**src/include/serial_port_regs.svh**
```systemverilog
// Register offsets, field positions, reset values and timing counts
// Assumes byte addresses on an AXI4-Lite bus with 32-bit data words
`ifndef SERIAL_PORT_REGS_SVH
`define SERIAL_PORT_REGS_SVH

// ==========================================
// Register word offsets
`define OFS_STATUS_FLAGS 8'h30
`define OFS_DATA_PORT 8'h31
`define OFS_RATE_SETTING 8'h32
`define OFS_FRAME_CONFIG 8'h33
`define OFS_IRQ_ENABLE_CONTROL 8'h34
// Byte address is four times the printed offset
`define ADDR_SHIFT 2

// ==========================================
// Reset values
`define RST_STATUS_FLAGS 8'hC0
`define RST_IRQ_ENABLE_CONTROL 8'h00
`define RST_RATE_PRESCALE 2'h0

// ==========================================
// Field positions
`define FC_RX9 7
`define FC_TX9 6
`define FC_LEN9 4
`define FC_WAKE 3
`define IE_TXE 7
`define IE_TXD 6
`define IE_RX 5
`define IE_IDLE 4
`define IE_TE 3
`define IE_RE 2
`define IE_MUTE 1
`define IE_BRK 0

// ==========================================
// Rate generation
`define OVERSAMPLE 6'h20
`define HALF_SAMPLE 5'h10
`define SAMPLE_NOISE_A 5'h0E
`define SAMPLE_NOISE_B 5'h12
`define PRESCALE_1 5'h01
`define PRESCALE_3 5'h03
`define PRESCALE_4 5'h04
`define PRESCALE_13 5'h0D

// ==========================================
// AXI responses
`define RESP_OKAY 2'h0
`define RESP_SLVERR 2'h2

`endif

```
**src/include/serial_port_pkg.sv**
```systemverilog
// Types shared by the serial port design
// Assumes the register header is included alongside
package serial_port_pkg;

  typedef enum logic [1:0] {
    TX_IDLE,
    TX_SHIFT
  } tx_state_e;

  typedef enum logic [1:0] {
    RX_HUNT,
    RX_SHIFT
  } rx_state_e;

  // Receive status flags as they sit in status bits 5..1
  typedef struct packed {
    logic full;
    logic idle;
    logic overrun;
    logic noise;
    logic framing;
  } rx_flags_s;

  // Serial pin pair
  typedef struct packed {
    logic txd;
    logic txd_en;
  } tx_pin_s;

endpackage

```
**src/rtl/async_serial_port_control.sv**
```systemverilog
// Asynchronous serial port with five byte registers over AXI4-Lite
// Assumes one 10 MHz clock, a synchronous active-low reset and an async rxd pin
//
// The implementer's own choice: the AXI4-Lite register port.
`timescale 1ns/1ns
`include "serial_port_regs.svh"

module async_serial_port_control
  import serial_port_pkg::*;
(
  // Clock and reset
  input wire logic aclk,
  input wire logic aresetn,
  // AXI4-Lite write address and data
  input wire logic [7:0] s_axi_awaddr,
  input wire logic s_axi_awvalid,
  output logic s_axi_awready,
  input wire logic [31:0] s_axi_wdata,
  input wire logic [3:0] s_axi_wstrb,
  input wire logic s_axi_wvalid,
  output logic s_axi_wready,
  // AXI4-Lite write response
  output logic [1:0] s_axi_bresp,
  output logic s_axi_bvalid,
  input wire logic s_axi_bready,
  // AXI4-Lite read
  input wire logic [7:0] s_axi_araddr,
  input wire logic s_axi_arvalid,
  output logic s_axi_arready,
  output logic [31:0] s_axi_rdata,
  output logic [1:0] s_axi_rresp,
  output logic s_axi_rvalid,
  input wire logic s_axi_rready,
  // Serial line
  input wire logic rxd,
  output tx_pin_s tx_pin,
  // Serial interrupt
  output logic serial_irq
);

  // ==========================================
  // Register storage
  logic [7:0] ctl_q;
  logic [7:0] rate_q;
  logic len9_q, wake_q, tx9_q, rx9_q;
  logic [7:0] tx_holding_reg_q, rx_holding_reg_q;
  logic tx_holding_empty_q, tx_complete_flag_q;
  rx_flags_s rxf_q;
  logic status_seen_q;

  // Prescale lookup for the two-bit field
  function automatic logic [4:0] base_division(input logic [1:0] code);
    unique case (code)
      2'h0: base_division = `PRESCALE_1;
      2'h1: base_division = `PRESCALE_3;
      2'h2: base_division = `PRESCALE_4;
      2'h3: base_division = `PRESCALE_13;
    endcase
  endfunction

  // Oversample tick period: prescale times two to the divisor field
  function automatic logic [11:0] tick_period(input logic [1:0] p, input logic [2:0] d);
    tick_period = 12'(base_division(p)) << d;
  endfunction

  // ==========================================
  // AXI4-Lite slave
  logic aw_q, w_q, ar_q;
  logic [7:0] awaddr_q, araddr_q;
  logic [31:0] wdata_q;
  logic wr_fire, rd_fire, wr_data_port, rd_data_port, rd_status;

  assign s_axi_awready = !aw_q && !s_axi_bvalid;
  assign s_axi_wready = !w_q && !s_axi_bvalid;
  assign s_axi_arready = !ar_q && !s_axi_rvalid;
  assign wr_fire = aw_q && w_q && !s_axi_bvalid;
  assign rd_fire = ar_q && !s_axi_rvalid;
  assign wr_data_port = wr_fire && s_axi_wdata_ok(awaddr_q, `OFS_DATA_PORT) && wdata_q[31];
  assign rd_data_port = rd_fire && s_axi_wdata_ok(araddr_q, `OFS_DATA_PORT);
  assign rd_status = rd_fire && s_axi_wdata_ok(araddr_q, `OFS_STATUS_FLAGS);

  // Address match on a word-aligned byte address
  function automatic logic s_axi_wdata_ok(input logic [7:0] a, input logic [7:0] ofs);
    s_axi_wdata_ok = (a[7:2] == ofs[5:0]) && (a[1:0] == 2'h0);
  endfunction

  // Capture address and data channels in either order
  always_ff @(posedge aclk) begin
    if (!aresetn) begin
      aw_q <= 1'b0;
      w_q <= 1'b0;
      awaddr_q <= 8'h00;
      wdata_q <= 32'h0000_0000;
    end else begin
      if (s_axi_awvalid && s_axi_awready) begin
        aw_q <= 1'b1;
        awaddr_q <= s_axi_awaddr;
      end
      if (s_axi_wvalid && s_axi_wready) begin
        w_q <= 1'b1;
        // Low byte lane must be strobed; bit 31 marks a real byte write
        wdata_q <= {s_axi_wstrb[0], 23'h000000, s_axi_wdata[7:0]};
      end
      if (wr_fire) begin
        aw_q <= 1'b0;
        w_q <= 1'b0;
      end
    end
  end

  // Write response, error on unmapped offsets
  always_ff @(posedge aclk) begin
    if (!aresetn) begin
      s_axi_bvalid <= 1'b0;
      s_axi_bresp <= `RESP_OKAY;
    end else if (wr_fire) begin
      s_axi_bvalid <= 1'b1;
      s_axi_bresp <= (awaddr_q[7:2] >= `OFS_STATUS_FLAGS && awaddr_q[7:2] <=
                      `OFS_IRQ_ENABLE_CONTROL && awaddr_q[1:0] == 2'h0) ? `RESP_OKAY
                      : `RESP_SLVERR;
    end else if (s_axi_bready) begin
      s_axi_bvalid <= 1'b0;
    end
  end

  // Read address capture
  always_ff @(posedge aclk) begin
    if (!aresetn) begin
      ar_q <= 1'b0;
      araddr_q <= 8'h00;
    end else if (s_axi_arvalid && s_axi_arready) begin
      ar_q <= 1'b1;
      araddr_q <= s_axi_araddr;
    end else if (rd_fire) begin
      ar_q <= 1'b0;
    end
  end

  // Read data mux; reserved frame bits read zero
  always_ff @(posedge aclk) begin
    if (!aresetn) begin
      s_axi_rvalid <= 1'b0;
      s_axi_rdata <= 32'h0000_0000;
      s_axi_rresp <= `RESP_OKAY;
    end else if (rd_fire) begin
      s_axi_rvalid <= 1'b1;
      s_axi_rresp <= `RESP_OKAY;
      unique case (araddr_q)
        (`OFS_STATUS_FLAGS << `ADDR_SHIFT): s_axi_rdata <= {24'h000000, tx_holding_empty_q,
          tx_complete_flag_q, rxf_q, 1'b0};
        (`OFS_DATA_PORT << `ADDR_SHIFT): s_axi_rdata <= {24'h000000, rx_holding_reg_q};
        (`OFS_RATE_SETTING << `ADDR_SHIFT): s_axi_rdata <= {24'h000000, rate_q};
        (`OFS_FRAME_CONFIG << `ADDR_SHIFT): s_axi_rdata <= {24'h000000, rx9_q, tx9_q, 1'b0,
          len9_q, wake_q, 3'h0};
        (`OFS_IRQ_ENABLE_CONTROL << `ADDR_SHIFT): s_axi_rdata <= {24'h000000, ctl_q};
        default: begin
          s_axi_rdata <= 32'h0000_0000;
          s_axi_rresp <= `RESP_SLVERR;
        end
      endcase
    end else if (s_axi_rready) begin
      s_axi_rvalid <= 1'b0;
    end
  end

  // ==========================================
  // Control registers
  logic wake_hit;
  logic ctl_wr;
  assign ctl_wr = wr_fire && wdata_q[31] && s_axi_wdata_ok(awaddr_q, `OFS_IRQ_ENABLE_CONTROL);

  // Interrupt and enable control; hardware clears mute on wake
  always_ff @(posedge aclk) begin
    if (!aresetn) begin
      ctl_q <= `RST_IRQ_ENABLE_CONTROL;
    end else begin
      if (ctl_wr) begin
        ctl_q <= wdata_q[7:0];
      end
      if (wake_hit) begin
        ctl_q[`IE_MUTE] <= 1'b0;
      end
    end
  end

  // Rate and frame configuration
  always_ff @(posedge aclk) begin
    if (!aresetn) begin
      rate_q <= {`RST_RATE_PRESCALE, 6'h00};
      len9_q <= 1'b0;
      wake_q <= 1'b0;
      tx9_q <= 1'b0;
    end else if (wr_fire && wdata_q[31]) begin
      if (s_axi_wdata_ok(awaddr_q, `OFS_RATE_SETTING)) begin
        rate_q <= wdata_q[7:0];
      end
      if (s_axi_wdata_ok(awaddr_q, `OFS_FRAME_CONFIG)) begin
        tx9_q <= wdata_q[`FC_TX9];
        len9_q <= wdata_q[`FC_LEN9];
        wake_q <= wdata_q[`FC_WAKE];
      end
    end
  end

  // Status read arms the clearing sequence
  always_ff @(posedge aclk) begin
    if (!aresetn) begin
      status_seen_q <= 1'b0;
    end else if (rd_status) begin
      status_seen_q <= 1'b1;
    end else if (rd_data_port || wr_data_port) begin
      status_seen_q <= 1'b0;
    end
  end

  // ==========================================
  // Rate dividers: one oversample tick per period, 32 ticks per bit
  logic [11:0] tx_div_q, rx_div_q;
  logic tx_tick, rx_tick;
  tx_state_e tx_state_q;
  assign tx_tick = (tx_div_q == 12'h000);
  assign rx_tick = (rx_div_q == 12'h000);

  // Transmit divider restarts while idle so every start bit is a full bit time
  always_ff @(posedge aclk) begin
    if (!aresetn || tx_tick || tx_state_q == TX_IDLE) begin
      tx_div_q <= tick_period(rate_q[7:6], rate_q[5:3]) - 12'h001;
    end else begin
      tx_div_q <= tx_div_q - 12'h001;
    end
  end

  always_ff @(posedge aclk) begin
    if (!aresetn || rx_tick) begin
      rx_div_q <= tick_period(rate_q[7:6], rate_q[2:0]) - 12'h001;
    end else begin
      rx_div_q <= rx_div_q - 12'h001;
    end
  end

  // ==========================================
  // Transmitter
  logic [10:0] tx_shift_q;
  logic [3:0] tx_bits_q;
  logic [4:0] tx_sub_q;
  logic te_prev_q, brk_prev_q, pre_pend_q, brk_pend_q;
  logic tx_load, tx_bit_end;
  logic [3:0] frame_bits;
  assign frame_bits = len9_q ? 4'hB : 4'hA;
  assign tx_bit_end = tx_tick && (tx_sub_q == 5'h1F);
  assign tx_load = (tx_state_q == TX_IDLE) && ctl_q[`IE_TE];

  // Pending preamble and break requests from enable or break pulses
  always_ff @(posedge aclk) begin
    if (!aresetn) begin
      te_prev_q <= 1'b0;
      brk_prev_q <= 1'b0;
      pre_pend_q <= 1'b0;
      brk_pend_q <= 1'b0;
    end else begin
      te_prev_q <= ctl_q[`IE_TE];
      brk_prev_q <= ctl_q[`IE_BRK];
      if (!te_prev_q && ctl_q[`IE_TE] && tx_state_q == TX_SHIFT) begin
        pre_pend_q <= 1'b1;
      end else if (tx_load && !ctl_q[`IE_BRK] && !brk_pend_q) begin
        pre_pend_q <= 1'b0;
      end
      if (brk_prev_q && !ctl_q[`IE_BRK]) begin
        brk_pend_q <= 1'b1;
      end else if (tx_load) begin
        brk_pend_q <= 1'b0;
      end
    end
  end

  // Shifter: break first, then preamble, then data
  always_ff @(posedge aclk) begin
    if (!aresetn) begin
      tx_state_q <= TX_IDLE;
      tx_shift_q <= 11'h7FF;
      tx_bits_q <= 4'h0;
      tx_sub_q <= 5'h00;
    end else if (tx_load && (ctl_q[`IE_BRK] || brk_pend_q)) begin
      tx_shift_q <= 11'h000;
      tx_state_q <= TX_SHIFT;
      tx_bits_q <= frame_bits;
      tx_sub_q <= 5'h00;
    end else if (tx_load && pre_pend_q) begin
      tx_shift_q <= 11'h7FF;
      tx_state_q <= TX_SHIFT;
      tx_bits_q <= frame_bits;
      tx_sub_q <= 5'h00;
    end else if (tx_load && !tx_holding_empty_q) begin
      tx_shift_q <= len9_q ? {1'b1, tx9_q, tx_holding_reg_q, 1'b0}
                           : {2'h3, tx_holding_reg_q, 1'b0};
      tx_state_q <= TX_SHIFT;
      tx_bits_q <= frame_bits;
      tx_sub_q <= 5'h00;
    end else if (tx_state_q == TX_SHIFT && tx_tick) begin
      tx_sub_q <= tx_sub_q + 5'h01;
      if (tx_bit_end) begin
        tx_shift_q <= {1'b1, tx_shift_q[10:1]};
        tx_bits_q <= tx_bits_q - 4'h1;
        if (tx_bits_q == 4'h1) begin
          tx_state_q <= TX_IDLE;
        end
      end
    end
  end

  // Transmit holding register and its flags
  always_ff @(posedge aclk) begin
    if (!aresetn) begin
      tx_holding_reg_q <= 8'h00;
      tx_holding_empty_q <= 1'(`RST_STATUS_FLAGS >> 7);
      tx_complete_flag_q <= 1'(`RST_STATUS_FLAGS >> 6);
    end else begin
      if (wr_data_port) begin
        tx_holding_reg_q <= wdata_q[7:0];
        if (status_seen_q) begin
          tx_holding_empty_q <= 1'b0;
          tx_complete_flag_q <= 1'b0;
        end
      end
      if (tx_load && !ctl_q[`IE_BRK] && !brk_pend_q && !pre_pend_q && !tx_holding_empty_q) begin
        tx_holding_empty_q <= 1'b1;
      end
      if (tx_state_q == TX_SHIFT && tx_bit_end && tx_bits_q == 4'h1) begin
        tx_complete_flag_q <= 1'b1;
      end
    end
  end

  // Pin handed to the port while enabled or still shifting; enable is active low
  always_ff @(posedge aclk) begin
    if (!aresetn) begin
      tx_pin <= '{txd: 1'b1, txd_en: 1'b1};
    end else begin
      tx_pin.txd <= tx_shift_q[0];
      tx_pin.txd_en <= !(ctl_q[`IE_TE] || tx_state_q == TX_SHIFT);
    end
  end

  // ==========================================
  // Receiver: three-stage pin synchroniser
  logic [2:0] rx_sync_q;
  logic rx_level_q;
  always_ff @(posedge aclk) begin
    if (!aresetn) begin
      rx_sync_q <= 3'h7;
      rx_level_q <= 1'b1;
    end else begin
      rx_sync_q <= {rx_sync_q[1:0], rxd};
      if (rx_sync_q[1] == rx_sync_q[2]) begin
        rx_level_q <= rx_sync_q[2];
      end
    end
  end

  rx_state_e rx_state_q;
  logic [9:0] rx_shift_q;
  logic [3:0] rx_bits_q;
  logic [4:0] rx_sub_q;
  logic [2:0] rx_votes_q;
  logic rx_noise_q;
  logic [3:0] rx_ones_q;
  logic idle_armed_q;
  logic rx_done, rx_bit, rx_addr_mark, idle_line;
  assign rx_bit = (rx_votes_q[0] & rx_votes_q[1]) | (rx_votes_q[1] & rx_level_q)
                  | (rx_votes_q[0] & rx_level_q);
  assign rx_done = rx_state_q == RX_SHIFT && rx_tick && rx_sub_q == `SAMPLE_NOISE_B
                   && rx_bits_q == 4'h1;
  assign rx_addr_mark = rx_shift_q[9]; // Most significant data bit in either length
  assign idle_line = rx_tick && rx_state_q == RX_HUNT && rx_sub_q == 5'h1F
                     && rx_ones_q == frame_bits;
  assign wake_hit = ctl_q[`IE_MUTE] && ((rx_done && wake_q && rx_addr_mark)
                    || (idle_line && !wake_q));

  // Start hunt, three-vote sampling of each bit and idle counting
  always_ff @(posedge aclk) begin
    if (!aresetn || !ctl_q[`IE_RE]) begin
      rx_state_q <= RX_HUNT;
      rx_shift_q <= 10'h000;
      rx_bits_q <= 4'h0;
      rx_sub_q <= 5'h00;
      rx_votes_q <= 3'h0;
      rx_noise_q <= 1'b0;
      rx_ones_q <= 4'h0;
    end else if (rx_tick) begin
      rx_sub_q <= rx_sub_q + 5'h01;
      unique case (rx_state_q)
        RX_HUNT: begin
          if (!rx_level_q) begin
            rx_state_q <= RX_SHIFT;
            rx_sub_q <= 5'h01;
            rx_bits_q <= frame_bits;
            rx_noise_q <= 1'b0;
            rx_ones_q <= 4'h0;
          end else if (rx_sub_q == 5'h1F && rx_ones_q != frame_bits) begin
            rx_ones_q <= rx_ones_q + 4'h1;
          end
        end
        RX_SHIFT: begin
          if (rx_sub_q == `SAMPLE_NOISE_A) rx_votes_q[0] <= rx_level_q;
          if (rx_sub_q == `HALF_SAMPLE) rx_votes_q[1] <= rx_level_q;
          if (rx_sub_q == `SAMPLE_NOISE_B) begin
            rx_noise_q <= rx_noise_q | (rx_votes_q[0] != rx_level_q)
                          | (rx_votes_q[1] != rx_level_q);
            rx_shift_q <= {rx_bit, rx_shift_q[9:1]};
            rx_bits_q <= rx_bits_q - 4'h1;
            if (rx_bits_q == 4'h1) begin
              rx_state_q <= RX_HUNT;
              rx_sub_q <= 5'h00;
            end
          end
          if (rx_sub_q == 5'h1F) rx_sub_q <= 5'h00;
        end
      endcase
    end
  end

  // Receive holding register, ninth bit and flags
  logic rx_clear;
  assign rx_clear = rd_data_port && status_seen_q;
  always_ff @(posedge aclk) begin
    if (!aresetn) begin
      rx_holding_reg_q <= 8'h00;
      rx9_q <= 1'b0;
      rxf_q <= '0;
      idle_armed_q <= 1'b1;
    end else if (!ctl_q[`IE_RE]) begin
      rxf_q <= '0;
      idle_armed_q <= 1'b1;
    end else begin
      if (rx_clear) begin
        rxf_q <= '0;
      end
      if (idle_line && !ctl_q[`IE_MUTE] && idle_armed_q) begin
        rxf_q.idle <= 1'b1;
        idle_armed_q <= 1'b0;
      end
      if (rx_done && (!ctl_q[`IE_MUTE] || wake_hit)) begin
        idle_armed_q <= 1'b1;
        if (rxf_q.full && !rx_clear) begin
          rxf_q.overrun <= 1'b1;
        end else begin
          rx_holding_reg_q <= len9_q ? rx_shift_q[8:1] : rx_shift_q[9:2];
          rx9_q <= rx_shift_q[9];
          rxf_q.full <= 1'b1;
          rxf_q.noise <= rx_noise_q;
          rxf_q.framing <= !rx_bit;
        end
      end
    end
  end

  // ==========================================
  // Serial interrupt from enabled flags
  always_ff @(posedge aclk) begin
    if (!aresetn) begin
      serial_irq <= 1'b0;
    end else begin
      serial_irq <= (ctl_q[`IE_TXE] && tx_holding_empty_q)
                    || (ctl_q[`IE_TXD] && tx_complete_flag_q)
                    || (ctl_q[`IE_RX] && (rxf_q.overrun || rxf_q.full))
                    || (ctl_q[`IE_IDLE] && rxf_q.idle);
    end
  end

endmodule

```
**config.mk**
```make
export PLATFORM = sky130hd
export DESIGN_NAME = async_serial_port_control
export DESIGN_NICKNAME = d
export VERILOG_FILES = /design/src/include/serial_port_pkg.sv /design/src/rtl/async_serial_port_control.sv
export VERILOG_INCLUDE_DIRS = /design/src /design/src/include
export SDC_FILE = /design/constraint.sdc
export NUM_CORES = 1
export LEC_CHECK = 0
export BUFFER_PORTS_ARGS = -buffer_cell sky130_fd_sc_hd__buf_2
export CORE_UTILIZATION = 36
export DETAILED_ROUTE_END_ITERATION = 7
export PLACE_DENSITY_LB_ADDON = 0.05
export RECOVER_POWER = 100
export SYNTH_ARGS = -nofsm -noshare
export SYNTH_HDL_FRONTEND = slang
export SYNTH_SLANG_ARGS = --single-unit
export TNS_END_PERCENT = 10
```
**constraint.sdc**
```tcl
create_clock -name aclk -period 3.3 [get_ports aclk]
set_input_delay 0.66 -clock aclk [delete_from_list [all_inputs] [get_ports aclk]]
set_output_delay 0.66 -clock aclk [all_outputs]
set_load 0.01 [all_outputs]
```
Yosys cells after proc, flatten, opt, wreduce, memory -nomap -nowiden --
Cells that the tools add are included.
Word-level totals: memories 0, logic and storage cells 294, latch bits 0, input bits 60, bits in writable memories 0, memory bits (read-only) 0, bits in registers 195, output and inout bits 44
Operators by class: bitwise operators 10, $mul 0, div/mod/pow operators 0, mux-type cells 63, order comparisons 2, reductions and logical operators 125, add/sub/neg operators 9, equal/unequal tests 31, shift operators 2
Operator list (count):
- logical AND 1 bit | 58
- 2-to-1 mux 11 bit | 5
- subtractor 12 x 1 -> 12 bit (second input constant) | 4
- equality test 8 bit (second input constant) | 5
- one-hot mux 8 bit (5 select lines) | 1
- equality test 6 bit (second input constant) | 6
- 2-to-1 mux 4 bit | 9
- 2-to-1 mux 5 bit | 7
- 2-to-1 mux 1 bit | 25
- zero test 12 bit | 2
- 2-to-1 mux 12 bit | 2
- << shifter 5 x 3 -> 12 bit | 2
- AND reduction 3 bit | 7
- equality test 5 bit (second input constant) | 4
- one-hot mux 5 bit (4 select lines) | 1
- zero test 1 bit | 17
- nonzero test 2 bit | 7
- logical OR 1 bit | 13
- 2-to-1 mux 2 bit | 6
- nonzero test 4 bit | 3
- adder 5 x 1 -> 5 bit (second input constant) | 2
- zero test 2 bit | 5
- 2-to-1 mux 10 bit | 1
- one-hot mux 5 bit (2 select lines) | 1
- 28 further kinds | 49

Depth between registers and ports, before layout --
depth after elaboration 11, mapped depth 11

Least setup slack after synthesis --
No wires, ideal clock.
path type in2reg, start point input port aresetn, end point register rx_div_q[10], path buffers 1, arrival time 2601 ps, library setup time 124 ps, slack 575 ps, required time 3176 ps, stages on the path 10, cells stage by stage buf_2 -> inv_2 -> a31oi_2 -> nor2_1 -> a21oi_1 -> ha_1 -> o311ai_2 -> nor4_2 -> or3b_1 -> xor2_1
Between the ends: cells in the longest elaborated chain, start to end 3
Ends and longest elaborated chain:
- from (decl) | line async_serial_port_control.sv:13 | input wire logic aresetn,
- zero test 1 bit
- logical OR 1 bit | line async_serial_port_control.sv:234 | if (!aresetn || rx_tick) begin
- 2-to-1 mux 12 bit | line async_serial_port_control.sv:234
- to (signal assigned) | line async_serial_port_control.sv:235 | rx_div_q <= tick_period(rate_q[7:6], rate_q[2:0]) - 12'h001;
- to (signal assigned) | line async_serial_port_control.sv:237 | rx_div_q <= rx_div_q - 12'h001;
- to (decl) | line async_serial_port_control.sv:218 | logic [11:0] tx_div_q, rx_div_q;
No other way between the ends. A chain may end at the register's enable or synchronous reset.

Worst setup path after layout --
start point register rate_q[7], end point register rx_div_q[10]
Between the ends: cells in the longest elaborated chain, start to end 6, elaborated cells on any way between the ends 9
Ends and longest elaborated chain:
- from (decl) | line async_serial_port_control.sv:44 | logic [7:0] rate_q;
- from (signal assigned) | line async_serial_port_control.sv:189 | rate_q <= {`RST_RATE_PRESCALE, 6'h00};
- from (signal assigned) | line async_serial_port_control.sv:195 | rate_q <= wdata_q[7:0];
- equality test 2 bit, or another cell as far along | line async_serial_port_control.sv:53 | unique case (code)
- one-hot mux 5 bit (4 select lines) (*) | line async_serial_port_control.sv:53
- 2-to-1 mux 5 bit (*) | line async_serial_port_control.sv:234
- << shifter 5 x 3 -> 12 bit (*) | line async_serial_port_control.sv:63 | tick_period = 12'(base_division(p)) << d;
- subtractor 12 x 1 -> 12 bit (*) | line async_serial_port_control.sv:235
- 2-to-1 mux 12 bit (*) | line async_serial_port_control.sv:234
Mark *: on every way between the ends. The rest lies on a longest branch, timed or not. The select of a mux whose other input is x is not followed.

==> flow_metrics.tcl <==
set metrics [dict create \
    status "finished, violations left" \
    failed_checks "design-rule violations, max-capacitance violations, max-slew violations" \
    synth-edff-count 0 \
    antenna_cells 0 \
    worstPathCellList "nor2b_1 -> clkbuf_1 -> nor2_1 -> o211a_1 -> a21oi_1 -> ha_1 -> o311ai_2 -> nor4_2 -> or3b_1 -> xor2_1" \
    wl_per_cell_um 15.64 \
    yosysUniqueCellTypes 85 \
    slowest_stage "dfxtp_1" \
    critPathTopFamily "simple AND/OR/NAND/NOR gates" \
    critPathArrivalTime_ns 3.03 \
    dpl.cell_count 1263 \
    utilization 0.4155 \
    drtIter0Drc 354 \
    dieArea_um2 23350 \
    track_usage 0.1797 \
    synth_most_common_cell "dfxtp_1" \
    endpoint_kind "flip-flop" \
    hold_end "rx_sync_q[0]" \
    cellLeakagePower_nw 3.406 \
    cp.depth 10 \
    areaGrowthSynthToFinish_pct 12.10 \
    clockBufferDepth 2 \
    reg2regPathDepth 10 \
    ctsRootBufferMaster "clkbuf_16" \
    final_cells 1293 \
    avgViaCountPerCell 5.210 \
    io_pins 104 \
    syn_inst 964 \
    cts_tree "yes" \
    crit_fanout 9 \
    timing.hold.ws_ns 0.4075 \
    synth_top_area_frac 0.4083 \
    critPathLaunch "rate_q[7]" \
    synth_flop_cell "dfxtp_1" \
    cts.sinks 167 \
    num_rows 54 \
    drtAntennaViolNets 0 \
    routed-via-count 6737 \
    critPathLaunchType "flip-flop" \
    max_stage_delay_ns 0.50 \
    post_cts_buffers 0 \
    drive_above_1_share 0.1066 \
    period_minus_slack_ns 2.713 \
    max_slew_margin -0.07747 \
    pwr-share-comb 0.074 \
    routed_wl_um 20220 \
    cp.required_ns 3.62 \
    drc 10 \
    min_from "rxd" \
    pwr-share-clk 0.458 \
    async_flop_share 0 \
    dp_hpwl_um 14340 \
    num-fill-cells 2240 \
    grt_pass1_wl_um 33400 \
    r2r_end "rx_div_q[10]" \
    swShare 0.2446 \
    ys_top_cells_by_count "167 x dfxtp_1, 155 x nand2_1, 87 x a21oi_1" \
    final_cell_area_um2 9180 \
    timing.rr.start "rate_q[7]" \
    placed_cell_area_um2 8641 \
    power_density_nw_per_um2 504.2 \
    finalNetCount 1077 \
    clk_latency_ns 0.44 \
    synth.avg_cell_area_um2 8.495 \
    p_switching_w 0.001132 \
    yosysWarnings 0 \
    irDropWorstVdd_uv 301.9 \
    tightest_slew_ns 1.616 \
    power_frac_seq 0.467 \
    synth_seq_cells 167 \
    finalCritPeriodShare 0.8220 \
    crit_type "flip-flop to flip-flop" \
    drt-pass1-iter-count 8 \
    crit_buf_inv 1 \
    overflow 0 \
    drv_cap 2 \
    core_um2 22090 \
    port_buffers 50 \
    synth.yosys.seq_area_share 0.4083 \
    clk_pin_slew_ns 0.06 \
    gp_congestion 0.8007 \
    setup_tns_ns 0 \
    yosys.area.top_type "dfxtp_1" \
    synthTopCellsByArea "dfxtp_1 41%, nand2_1 7.1%, a21oi_1 5.3%" \
    final_hold_viol_count 0 \
    setup_viol 0 \
    fmax_ghz 0.3686 \
    die_width_um 152.8 \
    cts_buffers 17 \
    antenna_found_initial 0 \
    post_cts_resized 0 \
    finClkSkew_ns 0.01108 \
    die_h_um 152.8 \
    drv_slew 107 \
    netlist_area_um2 8189 \
    htreeDepth 4 \
    min_path_type "primary input to flip-flop" \
    grt_max_degree 77 \
    grt_pass1_vias 6446 \
    r2r_slack_ns 0.59 \
    rsz0062_at_grt "false" \
    p_int_w 0.003496 \
    start_util 0.3707 \
    min_path_cells 2 \
    hold_buffers 0 \
]
-- how the worst max path moves through the flow --
stage / slack [ns] / endpoint
after floorplan: 0.58 / rx_div_q[10]
after global placement: 0.50 / tx_div_q[10]
after detailed placement: 0.45 / tx_div_q[10]
after CTS: 0.79 / rx_div_q[10]
after global routing: 0.31 / tx_div_q[10]
final: 0.59 / rx_div_q[10]
-- registers in the layout (all words and copies together) (netlist names), 2 cells and up --
register	cells
araddr_q	8
awaddr_q	8
ctl_q	8
rate_q	8
rx_bits_q	4
rx_div_q	12
rx_holding_reg_q	8
rx_ones_q	4
rx_shift_q	9
rx_sub_q	5
rx_sync_q	3
rx_votes_q	2
rxf_q	5
s_axi_rdata	8
tx_bits_q	4
tx_div_q	12
tx_holding_reg_q	8
tx_pin	2
tx_shift_q	11
tx_sub_q	5
wdata_q	9
-- worst register-to-register path, stage by stage (launching register included) --
cell,delay [ns]
dfxtp_1,0.50
nor2b_1,0.17
clkbuf_1,0.33
nor2_1,0.08
o211a_1,0.21
a21oi_1,0.11
ha_1,0.20
o311ai_2,0.19
nor4_2,0.26
or3b_1,0.39
xor2_1,0.17
-- final cells by class --
| class | instances | area, µm² | area share |
|---|---|---|---|
| Multi-Input combinational cell | 723 | 4423 | 0.4818 |
| Sequential cell | 167 | 3343 | 0.3642 |
| Inverter | 21 | 78.83 | 0.008587 |
| Timing Repair Buffer | 72 | 367.9 | 0.04007 |
| Clock buffer | 19 | 442.9 | 0.04825 |
| Clock inverter | 11 | 173.9 | 0.01895 |
| Tap cell | 280 | 350.3 | 0.03816 |
-- layout by cell type (no fill, tap or decap), types with 5 or more instances in the layout --
cell type  netlist  routed
a211oi_1        13      17
a21o_1           7       7
a21oi_1         87      87
a222oi_1         5       5
a311oi_1         7       7
a31oi_1         10      10
and2_1          17      15
buf_2            8      31
buf_4           28      15
clkbuf_1        33      25
clkbuf_16        0      17
conb_1           1      26
dfxtp_1        167     167
ha_1            15      15
inv_1           20      21
mux2i_1         34      34
nand2_1        155     156
nand2b_1        10      10
nand3_1         14      14
nand3b_1         6       6
nand4_1          9       9
nor2_1          86      87
nor2b_1         14      14
nor3_1          21      21
nor3b_1          5       5
nor4_2           5       5
o211ai_1        14      14
o21ai_0         30      31
or3_1            7       7
xnor2_1         11      11
xor2_1          16      16
-- cells by family (layout without fill, tap and decap cells) --
group	Yosys count	count (layout)	share of synthesized area
buffers and inverters	99	123	0.05943
other	1	26	0.0004579
XOR/XNOR	27	27	0.02888
multiplexers	38	38	0.04706
AO/OA/AOI/OAI	228	228	0.1921
flip-flops	167	167	0.4083
AND/OR/NAND/NOR	388	388	0.2397
adder cells (fa/ha/maj)	16	16	0.02414
-- metal layers --
metal	up-vias	share of wire	GRT usage
met3	17	0.035	0.03261
met1	3150	0.51	0.2476
li1	3437	-	-
met4	0	0.013	0.06061
met5	-	0	0
met2	133	0.44	0.2822
-- power by group through the flow --
stage                     logic [W]  clock network [W]  registers, W
after floorplan            0.000282                  0       0.00219
after global placement     0.000351                  0       0.00221
after detailed placement   0.000349                  0       0.00221
after CTS                  0.000350            0.00219       0.00216
after global routing       0.000383            0.00227       0.00217
final                      0.000344            0.00212       0.00216
-- per-stage QoR --
stage,setup slack [ns],power (W)
3_3_place_gp,0.4986,0.002561
2_1_floorplan,0.5752,0.002470
5_1_grt,0.3089,0.004825
4_1_cts,0.7866,0.004700
6_report,0.5874,0.004628
3_5_place_dp,0.4522,0.002557
Note: power is estimated with default switching activity, not from simulation.
